--- config.mk ---
export PLATFORM = sky130hd
export DESIGN_NAME = dpi_pixel_input
export DESIGN_NICKNAME = d
export VERILOG_FILES = /design/src/hdl/dpi_pkg.sv /design/src/hdl/dpi_pixel_input.sv /design/src/hdl/dpi_word_buf.sv
export VERILOG_INCLUDE_DIRS = /design/src /design/src/hdl
export SDC_FILE = /design/constraint.sdc
export NUM_CORES = 1
export LEC_CHECK = 0
export BUFFER_PORTS_ARGS = -buffer_cell sky130_fd_sc_hd__buf_2
export CORE_ASPECT_RATIO = 0.7
export CORE_UTILIZATION = 50
export DETAILED_ROUTE_END_ITERATION = 8
export HOLD_SLACK_MARGIN = 0.05
export PLACE_DENSITY = 0.69
export SLEW_MARGIN = 5
export SYNTH_ARGS = -nofsm -noshare
export SYNTH_HDL_FRONTEND = slang
export SYNTH_SLANG_ARGS = --single-unit
export TNS_END_PERCENT = 10
--- constraint.sdc ---
create_clock -name ref_clk -period 2.65 [get_ports ref_clk]
set_input_delay 0.265 -clock ref_clk [delete_from_list [all_inputs] [get_ports ref_clk]]
set_output_delay 0.265 -clock ref_clk [all_outputs]
set_load 0.02 [all_outputs]
--- src/hdl/dpi_defs.svh ---
// Constants of the pixel input port: bus layout, reset values, rates.
// Assumes inclusion by bare name from the package and design files.
`ifndef DPI_DEFS_SVH
`define DPI_DEFS_SVH

// Pixel bus layout
`define DPI_PIX_W        24
`define DPI_HALF_W       12
`define DPI_UPPER_MSB    23
`define DPI_UPPER_LSB    12
`define DPI_LOWER_MSB    11
`define DPI_LOWER_LSB    0
`define DPI_SNAP_MSB     23
`define DPI_SNAP_LSB     16
`define DPI_SNAP_W       8
`define DPI_AUX_W        3

// Reset values
`define DPI_SNAP_RST     8'h00
`define DPI_PIX_RST      24'h000000
`define DPI_AUX_RST      3'h0

// Rates in MHz
`define DPI_REF_CLK_MHZ  125
`define DPI_PIX_MIN_MHZ  25
`define DPI_PIX_MAX_MHZ  165

// Buffer
`define DPI_BUF_DEPTH    2

// Edges before the pin synchronisers show real pin levels
`define DPI_SYNC_DEPTH   2'h2

`endif

--- src/hdl/dpi_pkg.sv ---
// Types shared by the pixel input port and its output buffer.
// Assumes dpi_defs.svh is on the include path.
`include "dpi_defs.svh"

package dpi_pkg;

  // One captured input cycle, pixel or blanking control
  typedef struct packed {
    logic                   video;
    logic [`DPI_PIX_W-1:0]  pixel;
    logic                   hsync;
    logic                   vsync;
    logic [`DPI_AUX_W-1:0]  aux;
  } dpi_word_t;

  // Input bus mode
  typedef enum logic {
    DPI_NARROW_DUAL,
    DPI_WIDE_SINGLE
  } dpi_mode_t;

endpackage : dpi_pkg

--- src/hdl/dpi_pixel_input.sv ---
// Pixel input port: samples the controller's source-synchronous bus and
// turns it into a stream of pixel or blanking-control words.
// Assumes all pin inputs are asynchronous to ref_clk and that the
// pixel input clock is well below half the ref_clk rate.
//
// What this block does
// - Wide mode: pixel upper half comes from input bits 23..12.
// - Wide mode: lower half from bits 11..0, one pixel per rising edge.
// - Narrow mode: a 12-bit half pixel captured on every clock edge.
// - Narrow mode: bits 23..12 never enter the pixel stream.
// - Narrow mode: bits 23..16 copied into the 8-bit configuration snapshot.
// - Active video high: the 24-bit word is passed on as pixel data.
// - Active video low: syncs and three auxiliary bits passed instead.
// - Pixel clock rates from 25 MHz up to well below half the 125 MHz ref_clk are accepted.
// - Serial host off: width select pin is the strap, high means wide.
// - Bus, qualifier and syncs are latched against the pixel clock.
`timescale 1ns/1ps
`include "dpi_defs.svh"

module dpi_pixel_input (
  // Clock and reset
  input  wire logic                    ref_clk,
  input  wire logic                    reset_n,
  // Controller pins
  input  wire logic                    pixelInputClock,
  input  wire logic [`DPI_PIX_W-1:0]   pixelData,
  input  wire logic                    activeVideoFlag,
  input  wire logic                    hsyncIn,
  input  wire logic                    vsyncIn,
  input  wire logic [`DPI_AUX_W-1:0]   auxControlBits,
  // Configuration pins and serial host mode
  input  wire logic                    busWidthSelect,
  input  wire logic                    serialHostSelect,
  input  wire logic                    hostWideMode,
  // Snapshot read by the serial host
  output logic [`DPI_SNAP_W-1:0]       pinConfigSnapshot,
  // Word stream to the encoder
  output logic                         wordValid,
  input  wire logic                    wordReady,
  output dpi_pkg::dpi_word_t           wordOut,
  // Status
  output logic                         overrun,
  output dpi_pkg::dpi_mode_t           activeMode
);
  import dpi_pkg::*;

  //////////////////////////////////////////////////////////////////////////
  // Join a pixel or a control word
  function automatic dpi_word_t makeWord(input logic video,
                                         input logic [`DPI_PIX_W-1:0] pix,
                                         input logic hs,
                                         input logic vs,
                                         input logic [`DPI_AUX_W-1:0] aux);
    dpi_word_t w;
    w.video = video;
    w.pixel = video ? pix : `DPI_PIX_RST;
    w.hsync = video ? 1'b0 : hs;
    w.vsync = video ? 1'b0 : vs;
    w.aux   = video ? `DPI_AUX_RST : aux;
    return w;
  endfunction : makeWord

  //////////////////////////////////////////////////////////////////////////
  // Pin synchronisers: two flops, the second alone is read
  localparam int SYNC_W = `DPI_PIX_W + `DPI_AUX_W + 6;
  logic [SYNC_W-1:0] syncA_q, syncB_q;
  logic [SYNC_W-1:0] pinBus;
  logic              clkPrev_q;

  assign pinBus = {pixelInputClock, pixelData, activeVideoFlag, hsyncIn,
                   vsyncIn, auxControlBits, busWidthSelect, serialHostSelect};

  always_ff @(posedge ref_clk or negedge reset_n) begin
    if (!reset_n) begin
      syncA_q   <= '0;
      syncB_q   <= '0;
      clkPrev_q <= 1'b0;
    end else begin
      syncA_q   <= pinBus;
      syncB_q   <= syncA_q;
      clkPrev_q <= syncB_q[SYNC_W-1];
    end
  end

  logic                   sClk;
  logic [`DPI_PIX_W-1:0]  sData;
  logic                   sVideo, sHs, sVs, sBsel, sIsel;
  logic [`DPI_AUX_W-1:0]  sAux;
  logic                   riseEdge, fallEdge;

  assign {sClk, sData, sVideo, sHs, sVs, sAux, sBsel, sIsel} = syncB_q;
  assign riseEdge = sClk && !clkPrev_q;
  assign fallEdge = !sClk && clkPrev_q;

  //////////////////////////////////////////////////////////////////////////
  // Mode selection; strap caught once after reset
  logic       strapDone_q, strapDone_d;
  logic [1:0] strapAge_q, strapAge_d;
  dpi_mode_t  strap_q, strap_d;

  always_comb begin
    strapDone_d = strapDone_q;
    strapAge_d  = strapAge_q;
    strap_d     = strap_q;
    // Synchronisers hold their reset value until two edges have passed
    if (strapAge_q != `DPI_SYNC_DEPTH) begin
      strapAge_d = strapAge_q + 2'h1;
    end else if (!strapDone_q) begin
      strap_d     = sBsel ? DPI_WIDE_SINGLE : DPI_NARROW_DUAL;
      strapDone_d = 1'b1;
    end
  end

  always_ff @(posedge ref_clk or negedge reset_n) begin
    if (!reset_n) begin
      strapDone_q <= 1'b0;
      strapAge_q  <= 2'h0;
      strap_q     <= DPI_WIDE_SINGLE;
    end else begin
      strapDone_q <= strapDone_d;
      strapAge_q  <= strapAge_d;
      strap_q     <= strap_d;
    end
  end

  assign activeMode = sIsel ? (hostWideMode ? DPI_WIDE_SINGLE : DPI_NARROW_DUAL)
                            : strap_q;

  //////////////////////////////////////////////////////////////////////////
  // Capture
  logic [`DPI_HALF_W-1:0] lowHalf_q, lowHalf_d;
  logic                   haveLow_q, haveLow_d;
  logic                   capVideo_q, capVideo_d;
  logic                   capHs_q, capHs_d;
  logic                   capVs_q, capVs_d;
  logic [`DPI_AUX_W-1:0]  capAux_q, capAux_d;
  logic [`DPI_SNAP_W-1:0] snap_q, snap_d;
  dpi_word_t              word_q, word_d;
  logic                   wordVld_q, wordVld_d;
  logic                   overrun_q, overrun_d;
  logic                   bufReady;

  always_comb begin
    lowHalf_d  = lowHalf_q;
    haveLow_d  = haveLow_q;
    capVideo_d = capVideo_q;
    capHs_d    = capHs_q;
    capVs_d    = capVs_q;
    capAux_d   = capAux_q;
    snap_d     = snap_q;
    word_d     = word_q;
    wordVld_d  = wordVld_q && !bufReady;
    // Input cannot stall, so a word with no room is dropped and flagged
    overrun_d  = overrun_q;
    if (activeMode == DPI_WIDE_SINGLE) begin
      haveLow_d = 1'b0;
      if (riseEdge) begin
        word_d    = makeWord(sVideo,
                             {sData[`DPI_UPPER_MSB:`DPI_UPPER_LSB],
                              sData[`DPI_LOWER_MSB:`DPI_LOWER_LSB]},
                             sHs, sVs, sAux);
        wordVld_d = 1'b1;
        overrun_d = overrun_q || (wordVld_q && !bufReady);
      end
    end else begin
      if (riseEdge) begin
        lowHalf_d  = sData[`DPI_LOWER_MSB:`DPI_LOWER_LSB];
        haveLow_d  = 1'b1;
        capVideo_d = sVideo;
        capHs_d    = sHs;
        capVs_d    = sVs;
        capAux_d   = sAux;
        snap_d     = sData[`DPI_SNAP_MSB:`DPI_SNAP_LSB];
      end else if (fallEdge && haveLow_q) begin
        word_d    = makeWord(capVideo_q,
                             {sData[`DPI_LOWER_MSB:`DPI_LOWER_LSB], lowHalf_q},
                             capHs_q, capVs_q, capAux_q);
        wordVld_d = 1'b1;
        haveLow_d = 1'b0;
        overrun_d = overrun_q || (wordVld_q && !bufReady);
      end
    end
  end

  always_ff @(posedge ref_clk or negedge reset_n) begin
    if (!reset_n) begin
      lowHalf_q  <= '0;
      haveLow_q  <= 1'b0;
      capVideo_q <= 1'b0;
      capHs_q    <= 1'b0;
      capVs_q    <= 1'b0;
      capAux_q   <= `DPI_AUX_RST;
      snap_q     <= `DPI_SNAP_RST;
      word_q     <= '0;
      wordVld_q  <= 1'b0;
      overrun_q  <= 1'b0;
    end else begin
      lowHalf_q  <= lowHalf_d;
      haveLow_q  <= haveLow_d;
      capVideo_q <= capVideo_d;
      capHs_q    <= capHs_d;
      capVs_q    <= capVs_d;
      capAux_q   <= capAux_d;
      snap_q     <= snap_d;
      word_q     <= word_d;
      wordVld_q  <= wordVld_d;
      overrun_q  <= overrun_d;
    end
  end

  assign pinConfigSnapshot = snap_q;
  assign overrun           = overrun_q;

  //////////////////////////////////////////////////////////////////////////
  // Output buffer absorbs short encoder stalls
  dpi_word_buf u_buf (
    .ref_clk  (ref_clk),
    .reset_n  (reset_n),
    .inValid  (wordVld_q),
    .inReady  (bufReady),
    .inWord   (word_q),
    .outValid (wordValid),
    .outReady (wordReady),
    .outWord  (wordOut)
  );

endmodule : dpi_pixel_input

--- src/hdl/dpi_word_buf.sv ---
// Two-entry word buffer with valid/ready on both sides.
// Assumes producer and consumer share ref_clk.
`timescale 1ns/1ps
`include "dpi_defs.svh"

module dpi_word_buf (
  // Clock and reset
  input  wire logic              ref_clk,
  input  wire logic              reset_n,
  // Fill side
  input  wire logic              inValid,
  output logic                   inReady,
  input  wire dpi_pkg::dpi_word_t inWord,
  // Drain side
  output logic                   outValid,
  input  wire logic              outReady,
  output dpi_pkg::dpi_word_t     outWord
);
  import dpi_pkg::*;

  dpi_word_t  mem_q [`DPI_BUF_DEPTH];
  dpi_word_t  mem_d [`DPI_BUF_DEPTH];
  logic       wrPtr_q, wrPtr_d;
  logic       rdPtr_q, rdPtr_d;
  logic [1:0] count_q, count_d;
  logic       push;
  logic       pop;

  assign inReady  = (count_q != 2'(`DPI_BUF_DEPTH));
  assign outValid = (count_q != 2'h0);
  assign outWord  = mem_q[rdPtr_q];
  assign push     = inValid && inReady;
  assign pop      = outValid && outReady;

  always_comb begin
    mem_d   = mem_q;
    wrPtr_d = wrPtr_q;
    rdPtr_d = rdPtr_q;
    count_d = count_q;
    if (push) begin
      mem_d[wrPtr_q] = inWord;
      wrPtr_d        = ~wrPtr_q;
    end
    if (pop) begin
      rdPtr_d = ~rdPtr_q;
    end
    if (push && !pop) begin
      count_d = count_q + 2'h1;
    end else if (pop && !push) begin
      count_d = count_q - 2'h1;
    end
  end

  always_ff @(posedge ref_clk or negedge reset_n) begin
    if (!reset_n) begin
      mem_q[0] <= '0;
      mem_q[1] <= '0;
      wrPtr_q  <= 1'b0;
      rdPtr_q  <= 1'b0;
      count_q  <= 2'h0;
    end else begin
      mem_q    <= mem_d;
      wrPtr_q  <= wrPtr_d;
      rdPtr_q  <= rdPtr_d;
      count_q  <= count_d;
    end
  end

endmodule : dpi_word_buf

==> results of run 1 <==
## cells by family (layout without fill, tap and decap cells)
logic type,Yosys count,count (layout),share of synthesized area (%)
compound gates,5,5,0.415
xor+xnor,6,6,0.697
fa+ha+maj,2,2,0.332
buf+inv,27,155,2.11
flops,194,194,64.4
mux,179,179,27.7
simple gates,73,73,4.36
## critical path, stage by stage (launching register included)
cell     delay, ns
dfstp_2       0.54
mux2_4        0.30
buf_4         0.38
buf_2         0.24
## state kept, by name, summed over array words and instances, names as in the netlist, 3 cells and up
register	cells
capAux_q	3
syncA_q	33
word_q	30
u_buf.mem_q	60
lowHalf_q	12
pinConfigSnapshot	8
syncB_q	33
## power breakdown
group | internal (mW) | total [mW] | switching (mW)
clock network | 1.37 | 2.48 | 1.11
logic | 1.20 | 2.38 | 1.18
registers | 3.67 | 4.17 | 0.501
total | 6.24 | 9.02 | 2.78
## metrics by stage
step                cell area [sq um]  hold WS [ns]  instances  worst slack, ns
floorplan                        7540       -0.0306        486            0.974
global placement                 8150         0.336        743            0.748
detailed placement               8150         0.335        743            0.709
CTS                              9070         0.131        809            0.475
global route                     9070         0.144        809            0.397
finish                           9070         0.148        809            0.490
## worst paths after layout
path,startpoint,to,slack (ns),cells past startpoint
worst max-delay path,strap_q,activeMode,0.49,3
worst min-delay path,wordReady,u_buf.rdPtr_q,0.15,3
worst max register to register,strap_q,word_q[3],0.69,3
worst min register to register,syncA_q[5],syncB_q[5],0.35,0
max in group asynchronous,reset_n,strap_q,1.42,3
min in group asynchronous,reset_n,u_buf.mem_q[26],0.44,2
## cell type report
cell class	count	area (sq um)
Clock buffer	20	457
Clock inverter	12	123
Fill cell	1098	5650
Inverter	2	7.51
Multi-Input combinational cell	265	2530
Sequential cell	194	4860
Tap cell	195	244
Timing Repair Buffer	121	847
## metal layers
layer	track usage, %	vias up	wire, microns
li1	-	1895	-
met1	28.1	2116	6880
met2	30.5	79	6350
met4	4.66	0	89
met5	0	-	0
met3	5.46	5	478
## cell usage in the layout (no fill, tap or decap), types with 3 or more instances in the layout
cell type	instances
buf_12	3
buf_2	76
buf_4	7
clkbuf_16	17
clkbuf_8	3
dfrtp_1	193
dlygate4sd3_1	34
inv_6	5
mux2_1	88
mux2_2	32
mux2_4	30
mux2i_1	29
nand2_1	51
nand2b_1	12
nor2b_1	3
xnor2_1	3
xor2_1	3
==> metrics.yaml, run 1 <==
via_per_inst: 5.06
track_usage_pct: 19.9
synth_commonest_cells: "193 x dfrtp_1, 88 x mux2_1, 51 x nand2_1"
post-cts-setup-buffer-count: 0
seq_area_frac_synth_pct: 64.4
dr.pass1.iters: 4
crit_path_end_kind: "primary output"
ctsLongestPathBuffers: 2
synth_cells: 486
clock_latency_ns: 0.42
die_height_microns: 105
fin_tns_setup_ns: 0
cap_violations: 0
core-area_sq_um: 14700
cts_root_buffer: "clkbuf_16"
yosysWarnings: 0
cts_resized: 0
vdd_drop_max_uv: 593
synth_fp_nets: 525
grt_pass1_vias: 4380
dp_hpwl_microns: 8990
status: "finished, final reports clean"
antenna_cells: 0
fin_skew_ns: 0.00920
path_clk_slew_ns: 0.07
antenna_left: 0
maxSlewHeadroom_pct: 35.5
fmax_ghz: 0.463
async_flop_share_pct: 100
cts_made_buffers: 17
htree_levels: 4
hold_viol: 0
grt_overflow: 0
synthDistinctLibCells: 27
drive_above_1_share_pct: 30.0
finalWirelength_microns: 13800
yosysMostFrequentCell: "dfrtp_1"
drcViolationCount: 0
p_leak_nw: 4.42
fin_util_pct: 61.6
synth_edf_count: 0
cts.sinks: 194
cp-start-kind: "register"
die_area_sq_um: 15600
period_needed_ns: 2.16
fin_nets: 640
syn_area_per_cell_sq_um: 15.5
row_count: 37
synth_top_area_share_pct: 64.0
worst_slew_pin_slew_ns: 0.968
period_share_pct: 81.5
hold_class: "in2reg"
cp_max_fo: 21
worstSetupPathType: "reg2out"
ios: 78
gp_congestion: 0.685
ys.flop_type: "dfrtp_1"
crit_required_ns: 2.38
finalSetupViolCount: 0
first_iter_violations: 174
cts_tree: "yes"
grt_max_degree: 83
grt_antenna_before_repair: 0
synth_area_leaders: "dfrtp_1 64%, mux2_1 13%, mux2_4 6.0%"
area_growth_pct: 20.2
grt_pass1_wl_microns: 23100
start_util_pct: 51.2
num_vias: 4095
wl_per_cell_microns: 17.1
final_max_slew_viol_count: 0
power_density_nw_per_um2: 995
yosys.area.top_type: "dfrtp_1"
hold_buffers: 34
power_mw: 9.02
rsz0062_at_grt: "no"
io_buffer_count: 77
crit_arrival_ns: 1.89
die_w_microns: 149
netlist_area_sq_um: 7540
synth_seq_cells: 194
(Power assumes the default switching activity.)
==> run 2, diff against run 1 <==
- PLACE_DENSITY: 0.69 -> 0.72
- clock period: 2.65 -> 1.9 ns (I/O delays scaled with it)
==> run 2 against run 1 <==
First-iteration DRC count did not move; design area rose by 0.81%; clock power rose by 40%; count of clock-buffer cells in the layout fell by 2; routed wire length rose by 0.28%; critical path depth did not move; register-to-register slack got worse by 0.61 ns; hold slack got worse by 0.034 ns; global-route usage fell by 0.41 points; sequential power rose by 38%; sequential cell count did not move; critical path type unchanged; highest routed layer unchanged.
==> metrics.yaml, run 2 (synthesis gave the netlist of run 1 again) <==
status: "finished, final reports clean"
antenna_cells: 0
htree_levels: 4
crit_required_ns: 1.71
wl_per_cell_microns: 17.0
ctsLongestPathBuffers: 2
placed_area_sq_um: 8210
p_leak_nw: 4.46
fin_ws_ns: 0.0735
maxSlewHeadroom_pct: 53.1
cp-start-kind: "register"
largest_reg_flops: 60
clock_latency_ns: 0.42
fill_cells: 1101
finalWirelength_microns: 13800
multi_input_area_sq_um: 2530
dp_hpwl_microns: 9490
drive_above_1_share_pct: 30.9
place_ws_ns: 0.0896
cap_violations: 0
area_growth_pct: 21.2
hold_class: "in2reg"
antenna_left: 0
cts.sinks: 194
row_count: 37
hold_viol: 0
top_register: "u_buf.mem_q"
grt_max_degree: 63
fin_skew_ns: 0.00930
path_clk_slew_ns: 0.07
cts_tree: "yes"
crit_path_end_kind: "primary output"
start_util_pct: 51.2
cp_max_fo: 20
period_needed_ns: 1.83
rsz0062_at_grt: "no"
regArea_sq_um: 4860
grt_pass1_vias: 4269
io_buffer_count: 77
grt_overflow: 0
fmax_ghz: 0.547
power_density_nw_per_um2: 1380
die_area_sq_um: 15600
via_per_inst: 4.96
track_usage_pct: 19.4
core-area_sq_um: 14700
gp_congestion: 0.739
finalNonFillerCells: 816
final_max_slew_viol_count: 0
fin_util_pct: 62.1
period_share_pct: 96.1
die_height_microns: 105
worstSetupPathType: "reg2out"
die_w_microns: 149
fin_nets: 647
fin_tns_setup_ns: 0
grt_antenna_before_repair: 0
largestRegisters: "u_buf.mem_q: 60 flops, syncA_q: 33 flops, syncB_q: 33 flops"
drcViolationCount: 0
layout_commonest_cell: "dfrtp_1"
first_iter_violations: 174
ios: 78
fin_area_sq_um: 9140
final_cell_mix: "193 x dfrtp_1, 88 x mux2_1, 76 x buf_2"
finalSetupViolCount: 0
whs_ns: 0.114
power_mw: 12.6
cts_root_buffer: "clkbuf_16"
num_vias: 4050
grt_pass1_wl_microns: 22800
dr.pass1.iters: 4
worst_slew_pin_slew_ns: 0.703
dp.cells: 750
cts_made_buffers: 17
vdd_drop_max_uv: 642
crit_arrival_ns: 1.64
-- run 2: cell count changes in the layout (fill, tap and decap cells not counted) --
| cell | before | now |
|---|---|---|
| buf_4 | 7 | 12 |
| clkinv_4 | 2 | 4 |
| inv_6 | 5 | 3 |
| inv_8 | 1 | 3 |
| clkbuf_1 | 1 | 0 |
| buf_12 | 3 | 4 |
| clkbuf_8 | 3 | 2 |
| buf_6 | 0 | 1 |
-- run 2: worst paths after layout --
check                               from         endpoint  slack [ns]  depth (start not counted)
hold reg to reg              syncA_q[23]      syncB_q[23]        0.35                          0
hold / removal                 wordReady    u_buf.rdPtr_q        0.11                          3
min in group asynchronous        reset_n  u_buf.mem_q[56]        0.30                          2
setup / recovery           u_buf.rdPtr_q      wordOut[19]        0.07                          3
max in group asynchronous        reset_n          strap_q        0.93                          3
setup reg to reg              syncB_q[0]        word_q[3]        0.08                          3
-- run 2: worst max-delay path, cell delays in order, from the launching register on --
cell     delay, ns
dfrtp_1       0.35
buf_4         0.30
mux2_2        0.41
buf_2         0.17
-- run 2: timing repair --
| action | in CTS | in global routing |
|---|---|---|
| endpoints found under the hold margin | 82 | 0 |
| endpoints found under the setup margin | 0 | 1 |
| hold buffers | 34 | 0 |
| resized for setup | 0 | 1 |
| setup buffers | 0 | 0 |
-- run 2: area by class of cell --
type	count	share of cell area (%)
clock inverters	14	1.59
clock buffers	18	4.80
repair buffers	128	10.0
well taps	195	2.67
inverters	2	0.0821
multi-input cells	265	27.7
flip-flops and latches	194	53.1
-- run 2: routing by layer --
metal  up-vias  share of wire [%]  track usage [%]
met5         -                  0                0
met4         0               0.63             5.25
met3         8                3.3             4.67
met2        81                 45             28.0
met1      2056                 51             29.5
li1       1905                  -                -
-- run 2: where the power goes --
group	internal, mW	leakage, nW	switching (mW)
clock	1.89	0.283	1.59
sequential	5.12	2.38	0.649
combinational	1.67	1.79	1.70
